**config.mk**
```make
export PLATFORM = sky130hd
export DESIGN_NAME = sam_ctrl
export DESIGN_NICKNAME = d
export VERILOG_FILES = /design/src/design/sam_pkg.sv /design/src/design/sam_bank.sv /design/src/design/sam_ctrl.sv
export VERILOG_INCLUDE_DIRS = /design/src /design/src/design
export SDC_FILE = /design/constraint.sdc
export NUM_CORES = 1
export LEC_CHECK = 0
export BUFFER_PORTS_ARGS = -buffer_cell sky130_fd_sc_hd__buf_2
export CAP_MARGIN = 15
export CORE_MARGIN = 4
export CORE_UTILIZATION = 40
export DETAILED_ROUTE_END_ITERATION = 8
export MAX_ROUTING_LAYER = met4
export PLACE_DENSITY_LB_ADDON = 0.25
export SLEW_MARGIN = 20
export SYNTH_ARGS = -nofsm -noshare
export SYNTH_HDL_FRONTEND = slang
export SYNTH_SLANG_ARGS = --single-unit
```
**constraint.sdc**
```tcl
create_clock -name clock -period 2.79 [get_ports clock]
set_input_delay 0.4185 -clock clock [delete_from_list [all_inputs] [get_ports clock]]
set_output_delay 0.4185 -clock clock [all_outputs]
set_load 0.05 [all_outputs]
```
**src/design/sam_defs.svh**
```systemverilog
// Constants for the register access and privilege mode control block
`ifndef SAM_DEFS_SVH
`define SAM_DEFS_SVH

`define SAM_AW         8
`define SAM_DW         8
`define SAM_VAW        24
`define SAM_GROUPS     16
`define SAM_STK_DEPTH  4
`define SAM_SPW        3
`define SAM_IXW        2
`define SAM_IST_W      3

// Own register addresses
`define SAM_A_MSR      8'h00
`define SAM_A_CFG      8'h01
`define SAM_A_IST      8'h02
`define SAM_A_IMSK     8'h03
`define SAM_A_CLR0     8'h04
`define SAM_A_CLR1     8'h05
`define SAM_A_BANK     8'h06

// Peripheral window: address bits 7:6 equal 2'h2, group in bits 5:2
`define SAM_PER_TAG    2'h2
`define SAM_PER_HI     7
`define SAM_PER_LO     6
`define SAM_GRP_HI     5
`define SAM_GRP_LO     2

// Status bits
`define SAM_IST_DENY   0
`define SAM_IST_FAULT  1
`define SAM_IST_UENT   2

`define SAM_USER_ENTRY 24'h800000
`define SAM_ALL_RIGHTS 16'hffff
`define SAM_NO_RIGHTS  16'h0000
`define SAM_ZERO_DATA  8'h00
`define SAM_RST_MODE   2'h2

`endif

```
**src/design/sam_pkg.sv**
```systemverilog
// Types shared by the register access and privilege mode control block
package sam_pkg;
`include "sam_defs.svh"

  typedef struct packed {
    logic super_system_flag;
    logic system_flag;
  } sam_mode_s;

  typedef enum logic [1:0] {
    LVL_USER  = 2'b00,
    LVL_SYS   = 2'b01,
    LVL_SUPER = 2'b10
  } sam_lvl_e;

  typedef enum logic [1:0] {
    SUB_BOOT = 2'b00,
    SUB_TEST = 2'b01,
    SUB_CL   = 2'b10
  } sam_sub_e;

  typedef struct packed {
    logic                 wr;
    logic                 rd;
    logic [`SAM_AW-1:0]   addr;
    logic [`SAM_DW-1:0]   wdata;
  } sam_bus_s;

  typedef struct packed {
    logic                 system_vector_call;
    logic                 exc_event;
    logic                 irq_entry;
    logic                 irq_active;
    logic                 return_from_interrupt;
    logic                 call_exec;
    logic [`SAM_VAW-1:0]  call_target;
  } sam_ev_s;

  typedef struct packed {
    logic [`SAM_DW-1:0]   copy_user;
    logic [`SAM_DW-1:0]   copy_sys;
    logic [`SAM_DW-1:0]   copy_super;
  } sam_bank_s;

  typedef struct packed {
    sam_mode_s                         mode;
    sam_sub_e                          sub;
    logic                              irq_user;
    logic [`SAM_IST_W-1:0]             ist;
    logic [`SAM_IST_W-1:0]             imsk;
    logic [`SAM_GROUPS-1:0]            cl_rights;
    sam_mode_s [`SAM_STK_DEPTH-1:0]    stk;
    logic [`SAM_SPW-1:0]               sp;
    logic [`SAM_DW-1:0]                rdata;
    logic                              exc;
    logic                              ujump;
    logic [2:0]                        sync;
    logic                              lock;
  } sam_ctrl_s;

  function automatic sam_lvl_e sam_level(input sam_mode_s m);
    if (m.super_system_flag)
      return LVL_SUPER;
    else if (m.system_flag)
      return LVL_SYS;
    else
      return LVL_USER;
  endfunction : sam_level

endpackage : sam_pkg

```
**src/design/sam_bank.sv**
```systemverilog
// Threefold register copy, one per privilege level
`timescale 1ns/1ps
`include "sam_defs.svh"
module sam_bank
  import sam_pkg::*;
(
  // Clock and reset
  input  wire logic                clock,
  input  wire logic                sys_rst,
  // Access
  input  wire sam_pkg::sam_lvl_e   sel,
  input  wire logic                wr,
  input  wire logic [`SAM_DW-1:0]  wdata,
  output logic      [`SAM_DW-1:0]  rdata
);
  import sam_pkg::*;

  sam_bank_s s;
  sam_bank_s next_s;

  always_comb
  begin
    next_s = s;
    if (wr)
    begin
      case (sel)
        LVL_USER:  next_s.copy_user  = wdata;
        LVL_SYS:   next_s.copy_sys   = wdata;
        LVL_SUPER: next_s.copy_super = wdata;
        default:   next_s = s;
      endcase
    end
  end

  always_ff @(posedge clock)
  begin
    if (sys_rst)
      s <= '0;
    else
      s <= next_s;
  end

  always_comb
  begin
    case (sel)
      LVL_SYS:   rdata = s.copy_sys;
      LVL_SUPER: rdata = s.copy_super;
      default:   rdata = s.copy_user;
    endcase
  end
endmodule : sam_bank

```
**src/design/sam_ctrl.sv**
```systemverilog
// Register access gating and privilege mode control for the processor core
//
// Behaviour
// - Forbidden accesses ignored, reads return constant
// - Some registers held three times, per level
// - Non-peripheral register permissions fixed in hardware
// - Peripheral groups need granted right in user or in super contactless
// - Two mode bits select super, system, user
// - Vector call sets system flag
// - Vector call outside user raises exception
// - Every exception sets system flag
// - Interrupt entry sets flag per configured mode
// - Return restores mode status before event
// - User return needs user interrupts and active
// - System call to user entry enters user
// - Direct writes may only clear mode bits
// - System mode reaches every register
// - Full rights except contactless uses locked registers
// - After boot, only contactless sub-mode or test
`timescale 1ns/1ps
`include "sam_defs.svh"
module sam_ctrl
  import sam_pkg::*;
(
  // Clock and reset
  input  wire logic                    clock,
  input  wire logic                    sys_rst,
  // Register access from the core
  input  wire sam_pkg::sam_bus_s       core_bus,
  output logic      [`SAM_DW-1:0]      rdata,
  // Core events
  input  wire sam_pkg::sam_ev_s        core_ev,
  output logic                         exception,
  output logic                         user_jump,
  // Rights from the memory management unit
  input  wire logic [`SAM_GROUPS-1:0]  mmu_user_rights,
  // Peripheral register bus
  output sam_pkg::sam_bus_s            periph_bus,
  input  wire logic [`SAM_DW-1:0]      periph_rdata,
  // Start-up control
  input  wire logic                    boot_done,
  input  wire logic                    test_lock_pin,
  // Mode and interrupt
  output sam_pkg::sam_mode_s           mode_status_register,
  output sam_pkg::sam_sub_e            sub_mode,
  output logic                         irq
);
  import sam_pkg::*;

  // ******************************************************************
  // State and decode
  // ******************************************************************
  sam_ctrl_s               s;
  sam_ctrl_s               next_s;
  sam_lvl_e                lvl;
  logic [`SAM_GROUPS-1:0]  rights;
  logic                    is_per;
  logic [3:0]              grp;
  logic                    wr_ok;
  logic                    rd_ok;
  logic                    bad_vcall;
  logic                    bad_return;
  logic                    raise;
  logic                    enter_user;
  logic                    ev_any;
  logic [`SAM_DW-1:0]      bank_rdata;
  logic                    bank_wr;
  logic [`SAM_IXW-1:0]     push_ix;
  logic [`SAM_IXW-1:0]     pop_ix;

  function automatic logic own_wr_ok(input logic [`SAM_AW-1:0] a,
                                     input sam_lvl_e l,
                                     input sam_sub_e sb);
    case (a)
      `SAM_A_MSR, `SAM_A_BANK:
        return 1'b1;
      `SAM_A_CFG, `SAM_A_IST, `SAM_A_IMSK:
        return l != LVL_USER;
      `SAM_A_CLR0, `SAM_A_CLR1:
        return l == LVL_SYS || (l == LVL_SUPER && sb != SUB_CL);
      default:
        return 1'b0;
    endcase
  endfunction : own_wr_ok

  function automatic logic own_mapped(input logic [`SAM_AW-1:0] a);
    return a <= `SAM_A_BANK;
  endfunction : own_mapped

  assign lvl    = sam_level(s.mode);
  assign is_per = core_bus.addr[`SAM_PER_HI:`SAM_PER_LO] == `SAM_PER_TAG;
  assign grp    = core_bus.addr[`SAM_GRP_HI:`SAM_GRP_LO];

  // full rights unless user, or super in contactless
  always_comb
  begin
    case (lvl)
      LVL_USER:  rights = mmu_user_rights;
      LVL_SUPER: rights = (s.sub == SUB_CL) ? s.cl_rights
                                            : `SAM_ALL_RIGHTS;
      default:   rights = `SAM_ALL_RIGHTS;
    endcase
  end

  assign wr_ok = is_per ? rights[grp]
                        : own_wr_ok(core_bus.addr, lvl, s.sub);
  assign rd_ok = is_per ? rights[grp] : own_mapped(core_bus.addr);

  assign bad_vcall  = core_ev.system_vector_call && lvl != LVL_USER;
  // user return needs user interrupts and one active
  assign bad_return = core_ev.return_from_interrupt && lvl == LVL_USER &&
                      !(s.irq_user && core_ev.irq_active);
  assign raise      = core_ev.exc_event || bad_vcall || bad_return;
  assign enter_user = core_ev.call_exec && lvl == LVL_SYS &&
                      core_ev.call_target == `SAM_USER_ENTRY;
  assign ev_any     = raise || core_ev.system_vector_call ||
                      core_ev.irq_entry || core_ev.return_from_interrupt ||
                      enter_user;

  // A full stack keeps overwriting its top slot rather than wrapping
  assign push_ix = (s.sp == `SAM_SPW'(`SAM_STK_DEPTH))
                 ? `SAM_IXW'(`SAM_STK_DEPTH - 1) : s.sp[`SAM_IXW-1:0];
  assign pop_ix  = `SAM_IXW'(s.sp - `SAM_SPW'(1));

  assign bank_wr = core_bus.wr && core_bus.addr == `SAM_A_BANK;

  sam_bank u_bank (
    .clock   (clock),
    .sys_rst (sys_rst),
    .sel     (lvl),
    .wr      (bank_wr),
    .wdata   (core_bus.wdata),
    .rdata   (bank_rdata)
  );

  // ******************************************************************
  // Next state
  // ******************************************************************
  always_comb
  begin
    next_s       = s;
    next_s.exc   = 1'b0;
    next_s.ujump = 1'b0;
    next_s.rdata = `SAM_ZERO_DATA;
    next_s.sync  = {s.sync[1:0], test_lock_pin};
    if (s.sync[1] == s.sync[2])
      next_s.lock = s.sync[2];

    // forbidden write has no effect, flagged only
    if (core_bus.wr && wr_ok && !is_per)
    begin
      case (core_bus.addr)
        // direct writes only clear mode bits
        `SAM_A_MSR:
          next_s.mode = s.mode & sam_mode_s'(core_bus.wdata[1:0]);
        `SAM_A_CFG:  next_s.irq_user = core_bus.wdata[0];
        `SAM_A_IST:  next_s.ist = s.ist & ~core_bus.wdata[`SAM_IST_W-1:0];
        `SAM_A_IMSK: next_s.imsk = core_bus.wdata[`SAM_IST_W-1:0];
        `SAM_A_CLR0: next_s.cl_rights[7:0] = core_bus.wdata;
        `SAM_A_CLR1: next_s.cl_rights[15:8] = core_bus.wdata;
        default:     next_s.mode = next_s.mode;
      endcase
    end
    if ((core_bus.wr && !wr_ok) || (core_bus.rd && !rd_ok))
      next_s.ist[`SAM_IST_DENY] = 1'b1;

    // forbidden read keeps zero, answered next cycle
    if (core_bus.rd && rd_ok)
    begin
      if (is_per)
        next_s.rdata = periph_rdata;
      else
      begin
        case (core_bus.addr)
          `SAM_A_MSR:  next_s.rdata = {6'h00, s.mode};
          `SAM_A_CFG:  next_s.rdata = {7'h00, s.irq_user};
          `SAM_A_IST:  next_s.rdata = {5'h00, s.ist};
          `SAM_A_IMSK: next_s.rdata = {5'h00, s.imsk};
          `SAM_A_CLR0: next_s.rdata = s.cl_rights[7:0];
          `SAM_A_CLR1: next_s.rdata = s.cl_rights[15:8];
          `SAM_A_BANK: next_s.rdata = bank_rdata;
          default:     next_s.rdata = `SAM_ZERO_DATA;
        endcase
      end
    end

    // Legal call, interrupt, user entry and non-empty legal return override a same-cycle mode write; an exception or fault only sets system_flag on it
    if (raise)
    begin
      next_s.stk[push_ix] = s.mode;
      next_s.sp           = (s.sp == `SAM_SPW'(`SAM_STK_DEPTH))
                          ? s.sp : s.sp + `SAM_SPW'(1);
      next_s.mode.system_flag = 1'b1;
      next_s.exc          = 1'b1;
      if (bad_vcall || bad_return)
        next_s.ist[`SAM_IST_FAULT] = 1'b1;
    end
    else if (core_ev.system_vector_call || core_ev.irq_entry)
    begin
      next_s.mode         = s.mode;
      next_s.stk[push_ix] = s.mode;
      next_s.sp           = (s.sp == `SAM_SPW'(`SAM_STK_DEPTH))
                          ? s.sp : s.sp + `SAM_SPW'(1);
      if (core_ev.system_vector_call || !s.irq_user)
        next_s.mode.system_flag = 1'b1;
    end
    else if (core_ev.return_from_interrupt)
    begin
      if (s.sp != `SAM_SPW'(0))
      begin
        next_s.mode = s.stk[pop_ix];
        next_s.sp   = s.sp - `SAM_SPW'(1);
      end
    end
    else if (enter_user)
    begin
      next_s.mode  = sam_mode_s'(2'h0);
      next_s.ujump = 1'b1;
      next_s.ist[`SAM_IST_UENT] = 1'b1;
    end

    // boot left for good, then test or contactless only
    case (s.sub)
      SUB_BOOT:
        if (boot_done)
        begin
          if (s.lock)
          begin
            next_s.sub  = SUB_CL;
            next_s.mode = sam_mode_s'(2'h1);
            next_s.sp   = `SAM_SPW'(0);
          end
          else
            next_s.sub = SUB_TEST;
        end
      SUB_TEST:
        if (s.lock)
          next_s.sub = SUB_CL;
      SUB_CL:
        next_s.sub = SUB_CL;
      default:
        next_s.sub = SUB_CL;
    endcase
  end

  always_ff @(posedge clock)
  begin
    if (sys_rst)
    begin
      s      <= '0;
      s.mode <= sam_mode_s'(`SAM_RST_MODE);
      s.sub  <= SUB_BOOT;
      s.sync <= 3'h7;
      s.lock <= 1'b1;
    end
    else
      s <= next_s;
  end

  // ******************************************************************
  // Outputs
  // ******************************************************************
  // mode bits decode the level
  assign mode_status_register = s.mode;
  assign sub_mode             = s.sub;
  assign rdata                = s.rdata;
  assign exception            = s.exc;
  assign user_jump            = s.ujump;
  assign irq                  = |(s.ist & s.imsk);

  // peripheral strobes pass only when permitted
  always_comb
  begin
    periph_bus       = core_bus;
    periph_bus.wr    = core_bus.wr && is_per && wr_ok;
    periph_bus.rd    = core_bus.rd && is_per && rd_ok;
  end
endmodule : sam_ctrl

```
---- Yosys cells after proc, flatten, opt, wreduce, memory -nomap -nowiden ----
Index checks and enable logic that the tools add are counted.
storage, ports and cells
  register bits after elaboration ......... 76
  bits of input ports ..................... 76
  output and inout port bits .............. 33
cells by class
  $add $sub $neg .......................... 2
  order comparisons ....................... 5
  eq/ne operators ......................... 17
  mux-type cells .......................... 56
  bitwise logic cells ..................... 5
  reduce and logical (&&, ||, !) cells .... 53
operators with widths
  cell                                                            number
  case mux 8 bit (7 select lines)                                 1
  two-way mux 8 bit                                               4
  case mux 16 bit (2 select lines)                                1
  two-way mux 2 bit                                               14
  two-way mux 3 bit                                               9
  == test 24 bit, second input constant                           1
  == test 8 x 3 -> 1 bit, second input constant                   3
  two-way mux 22 bit                                              1
  logical AND 1 bit                                               18
  AND reduction 2 bit                                             9
  == test 8 x 2 -> 1 bit, second input constant                   2
  two-way mux 1 bit                                               16
  two-way mux 16 bit                                              1
  case mux 8 bit (2 select lines)                                 1
  two-way mux 11 bit                                              1
  bitwise mux 8 bit                                               1
  == test 8 x 1 -> 1 bit, second input constant                   1
  less-or-equal comparator 8 x 3 -> 1 bit, second input constant  1
  zero test 8 bit                                                 1
  nonzero test 2 bit                                              4
  logical OR 1 bit                                                7
  bitwise AND 3 bit                                               2
  == test 2 bit, second input constant                            3
  < comparator 2 x 3 -> 1 bit, second input constant              2
  23 further kinds                                                34

---- Longest topological paths before layout ----
  depth in word-level cells ............... 17
  depth in mapped cells ................... 10

---- By module ----
Synthesis repeated with hierarchy kept, for this count alone.
unflattened totals
  cell total of the unflattened synthesis .. 519
  area total of the unflattened synthesis .. 4535.6 µm²
by module, submodules not included
  module    times used  cells an instance  area an instance (µm²)  seq. area each (µm²)
  sam_ctrl  1           379                3201.8                  1041.0
  sam_bank  1           140                1333.8                  480.5

---- Least setup slack after synthesis ----
No wires, ideal clock.
  kind .................................... input to output
  start point ............................. input port core_bus[11] (netlist bit)
  end point ............................... output port periph_bus[17] (netlist bit)
  data arrival time ....................... 2.699 ns
  data required time ...................... 2.372 ns
  setup slack ............................. -0.327 ns
  stages .................................. 8
  path buffers ............................ 2
  path through ............................ clkbuf_1 nor2b_1 o211ai_1 o2111ai_1 a211o_1 a21oi_1 buf_2 nor3_1
RTL lines
  item                RTL line        RTL
  start: declaration  sam_ctrl.sv:29  input wire sam_pkg::sam_bus_s core_bus,
  end: declaration    sam_ctrl.sv:38  output sam_pkg::sam_bus_s periph_bus,

==> summary.md <==
| Metric | Value |
|---|---|
| Crit path launch | sub_mode[0] |
| Chip Height | 111 um |
| Type of the tightest min-delay check | in2reg |
| Number of placed I/O pins | 109 |
| Clock tree from TritonCTS | built |
| Pin count of the biggest net entering global routing | 46 |
| Clock insertion delay at the later pin of the skew report | 0.36 ns |
| DR vias | 3944 |
| # DRC | 0 |
| Area used by sequential logic in the layout | 0.00152 mm^2 |
| Count of hold-fix buffers inserted at cts | 0 |
| H-tree depth | 3 |
| Routed length per instance | 17.9 um |
| Fill cell total of the finished layout | 1020 |
| Max-slew headroom at the worst pin | 0.517 |
| Crit path required time | 2.37 ns |
| Average cell area after synthesis | 8.83 um^2 |
| Areal power density over the cells | 465 mW/mm^2 |
| Clock-pin slew of the registers on the worst-case setup and hold paths | 0.07 ns |
| Number of synthesized flops with an enable pin | 0 |
| Number of antenna violations at the first check in global routing | 0 |
| Sequential share of power | 0.480 |
| Number of synthesized register bits | 76 |
| Delay of the slowest cell on the worst path | 0.41 ns |
| Primary flip-flop cell chosen by synthesis mapping | sky130_fd_sc_hd__dfxtp_1 |
| Port bufs | 108 |
| HPWL Detailed | 9830 um |
| Switching share of power | 0.292 |
| Critical path class | reg2out |
| Max clock buf depth | 2 |
| Critical Path, Cell by Cell | nand3b_1 -> buf_4 -> o21ai_0 -> a311oi_1 -> a211o_1 -> a21oi_2 -> nor3_2 -> buf_2 |
| CP bufs+invs | 2 |
| Unrepaired setup endpoints after global routing | false |
| Die width | 111 um |
| Global router's overall resource usage | 0.205 |
| Slew at the pin closest to its max-slew limit | 0.719 ns |
| Placeable core region | 0.0104 mm^2 |
| Largest voltage drop on the vdd net | 0.279 mV |
| Critical Path Source Type | flip-flop |
| Starting Density | 0.412 |
| Top fanout value on the critical path | 5 |
| Fin Setup TNS | 0 ns |
| Fraction of layout cells with a size suffix above 1 | 0.307 |
| Share of the yosys chip area belonging to registers | 0.356 |
| Violation count after the first detailed-routing iteration | 284 |
| First-pass iteration count of the detailed router | 7 |
| Leakage power figure | 2.00 nW |
| Net Sw Power | 0.684 mW |
| Count of pins over their slew limit | 0 |
| Synth Instances | 484 |
| Cell area after technology mapping | 0.00428 mm^2 |
| Gr ovfl total | 0 |
| Die ar. | 0.0124 mm^2 |
| Reg-to-reg startpoint | mode_status_register[1] |
| Slowest-stage cell, CP | sky130_fd_sc_hd__dfxtp_1 |
| Post-synth cell types | 62 |
| Wirelength, routed | 12700 um |
| Final core area utilization | 0.486 |
| Final Setup Violations | 0 |
| Max capacitance violation total | 0 |
| Crit path time final | 2.69 ns |
| Endpoint type of the worst setup path | output pin |
| Number of endpoints with negative hold slack in the final report | 0 |
| Remaining antenna violation count | 0 |
| Dominant delay contributor by cell family on the critical path | compound AO/OA/AOI/OAI gates |
| CTS root buffer | sky130_fd_sc_hd__clkbuf_8 |
| P_int | 1.66 mW |
| Area of the multi-input gates | 0.00238 mm^2 |
| Hold Path Origin | test_lock_pin |
| Via count of the first global-routing pass | 3769 |
| Endpoint arrival time on the critical path | 2.27 ns |
| Synth async-reset ratio | 0 |
| FP Rows | 37 |
| Area growth from synthesis to layout | 17.8% |
| Final GP Congestion | 0.927 |
| Share of power burned in the clock network | 0.342 |
| Final Net Count | 648 |
| Outcome | finished, final reports clean |
| Max Clock Freq | 372 MHz |
| Post-route fraction of the period consumed by the critical path | 0.963 |
| Warning count from the yosys run | 0 |
| Comb power frac | 0.178 |
| Number of CTS-inserted buffers | 9 |
| Count of antenna diodes in the layout | 0 |
| Post-Route Hold Slack | 0.249 ns |
| Post-Route Skew | 0.00946 ns |
| Sinks on Clock Net | 76 |
| Synthesized netlist net count | 566 |
| Post-DR vias/cell | 5.59 |
| Wire length of the first global-routing pass | 19800 um |
==> worst paths after layout <==
path               endpoint  slack [ns]  cells after the start
max          periph_bus[16]        0.10                      8
min reg2reg       next_s[3]        0.43                      1
min               next_s[2]        0.25                      2
max reg2reg           s[16]        0.45                      7
==> power by group through the flow <==
stage                     Combinational [mW]  Sequential, mW  Clock [mW]
after floorplan                        0.281            1.15           0
after global placement                 0.406            1.15           0
after detailed placement               0.407            1.15           0
after CTS                              0.412            1.12       0.830
after global routing                   0.449            1.13       0.866
final                                  0.417            1.12       0.802
==> placed cells by master (no fill, tap or decap), types with 2 or more instances in the layout <==
cell / count
sky130_fd_sc_hd__buf_12: 2
sky130_fd_sc_hd__nor3_2: 2
sky130_fd_sc_hd__a2111oi_0: 3
sky130_fd_sc_hd__a211oi_4: 2
sky130_fd_sc_hd__o21ai_0: 17
sky130_fd_sc_hd__nand2_2: 2
sky130_fd_sc_hd__a211oi_2: 2
sky130_fd_sc_hd__nand4_1: 8
sky130_fd_sc_hd__nand3_1: 9
sky130_fd_sc_hd__dfxtp_1: 76
sky130_fd_sc_hd__a221oi_1: 2
sky130_fd_sc_hd__nor2_4: 2
sky130_fd_sc_hd__a222oi_1: 5
sky130_fd_sc_hd__a31o_2: 2
sky130_fd_sc_hd__buf_4: 21
sky130_fd_sc_hd__a211oi_1: 4
sky130_fd_sc_hd__nor3_1: 6
sky130_fd_sc_hd__a21oi_1: 20
sky130_fd_sc_hd__mux4_2: 5
sky130_fd_sc_hd__nand2_1: 27
sky130_fd_sc_hd__buf_2: 107
sky130_fd_sc_hd__o221ai_1: 6
sky130_fd_sc_hd__nor4b_1: 2
sky130_fd_sc_hd__o2111ai_1: 2
sky130_fd_sc_hd__o211ai_1: 11
sky130_fd_sc_hd__a31oi_1: 2
sky130_fd_sc_hd__nor4_1: 17
sky130_fd_sc_hd__or2_2: 3
sky130_fd_sc_hd__mux2i_1: 61
sky130_fd_sc_hd__clkinv_2: 3
sky130_fd_sc_hd__clkbuf_8: 9
sky130_fd_sc_hd__nor2b_1: 7
sky130_fd_sc_hd__and3_1: 4
sky130_fd_sc_hd__nor2_1: 68
sky130_fd_sc_hd__nand2b_1: 4
sky130_fd_sc_hd__inv_1: 10
sky130_fd_sc_hd__ha_1: 6
==> flip-flops by register name, indices dropped and copies added, names as in the netlist <==
register              cells
mode_status_register      2
exception                 1
s                        36
rdata                     8
next_s                    2
sub_mode                  2
user_jump                 1
u_bank.s                 24
==> cells by family after synthesis <==
family,after synthesis,synth area share
muxes,67,0.172
adders and majority gates,6,0.0176
buffers and inverters,70,0.0936
AOI/OAI and AO/OA,92,0.159
xor gates and xnor gates,1,0.00205
DFF,76,0.356
and+or+nand+nor,172,0.200
==> cells in the mapped netlist (3+ instances only) <==
cell type,count,area [um^2]
sky130_fd_sc_hd__or2_2,3,18.8
sky130_fd_sc_hd__mux4_2,5,113
sky130_fd_sc_hd__mux2i_1,61,611
sky130_fd_sc_hd__nand3_1,9,45.0
sky130_fd_sc_hd__inv_1,10,37.5
sky130_fd_sc_hd__a211oi_1,4,30.0
sky130_fd_sc_hd__nor2_1,68,255
sky130_fd_sc_hd__buf_2,4,20.0
sky130_fd_sc_hd__dfxtp_1,76,1520
sky130_fd_sc_hd__o221ai_1,6,52.6
sky130_fd_sc_hd__clkbuf_1,18,67.6
sky130_fd_sc_hd__nor4_1,18,113
sky130_fd_sc_hd__nand2_1,27,101
sky130_fd_sc_hd__buf_6,3,33.8
sky130_fd_sc_hd__a21oi_1,21,105
sky130_fd_sc_hd__nor3_1,8,40.0
sky130_fd_sc_hd__buf_4,29,218
sky130_fd_sc_hd__nor2b_1,7,43.8
sky130_fd_sc_hd__buf_1,5,18.8
sky130_fd_sc_hd__a222oi_1,5,50.1
sky130_fd_sc_hd__and3_1,4,25.0
sky130_fd_sc_hd__ha_1,6,75.1
sky130_fd_sc_hd__nand2b_1,4,25.0
sky130_fd_sc_hd__a2111oi_0,3,26.3
sky130_fd_sc_hd__o211ai_1,11,82.6
sky130_fd_sc_hd__o21ai_0,17,85.1
sky130_fd_sc_hd__nand4_1,8,50.1
==> worst register-to-register path: cells and delay by family (launching register included) <==
family	cells	cell delay (ns)
compound gates	4	1.00
simple gates	2	0.66
flops	1	0.33
buf+inv	1	0.23
==> metal layers <==
layer / wire length [um] / part of all wire / up-vias / GRT usage
met4: 106 / 0.0084 / 0 / 0.0503
li1: - / - / 1913 / -
met5: 0 / 0 / - / -
met3: 958 / 0.076 / 10 / 0.0582
met2: 5860 / 0.46 / 145 / 0.308
met1: 5740 / 0.45 / 1876 / 0.274
==> metrics by stage <==
stage | total power, mW | worst slack (ns) | area [um^2] | cells
floorplan | 1.43 | 0.0873 | 4290 | 484
global placement | 1.55 | 0.134 | 4800 | 686
detailed placement | 1.56 | 0.177 | 4800 | 686
CTS | 2.36 | 0.0767 | 5000 | 701
global route | 2.44 | 0.0235 | 5040 | 706
finish | 2.34 | 0.103 | 5040 | 706
==> area by class of cell <==
cell class	instances	share of cell area
clock buffer	10	0.0253
clock inverter	5	0.0107
inverter	10	0.00745
multi-input combinational	338	0.474
sequential	76	0.302
tap	136	0.0338
timing repair buffer	131	0.147
==> repair_timing <==
item | 4_1_cts | 5_1_grt
resized for setup | 3 | 1
pin swaps | 0 | 1
buffers inserted | 0 | 5
setup endpoints to repair | 2 | 2
Power figures use the tool's default switching activity.
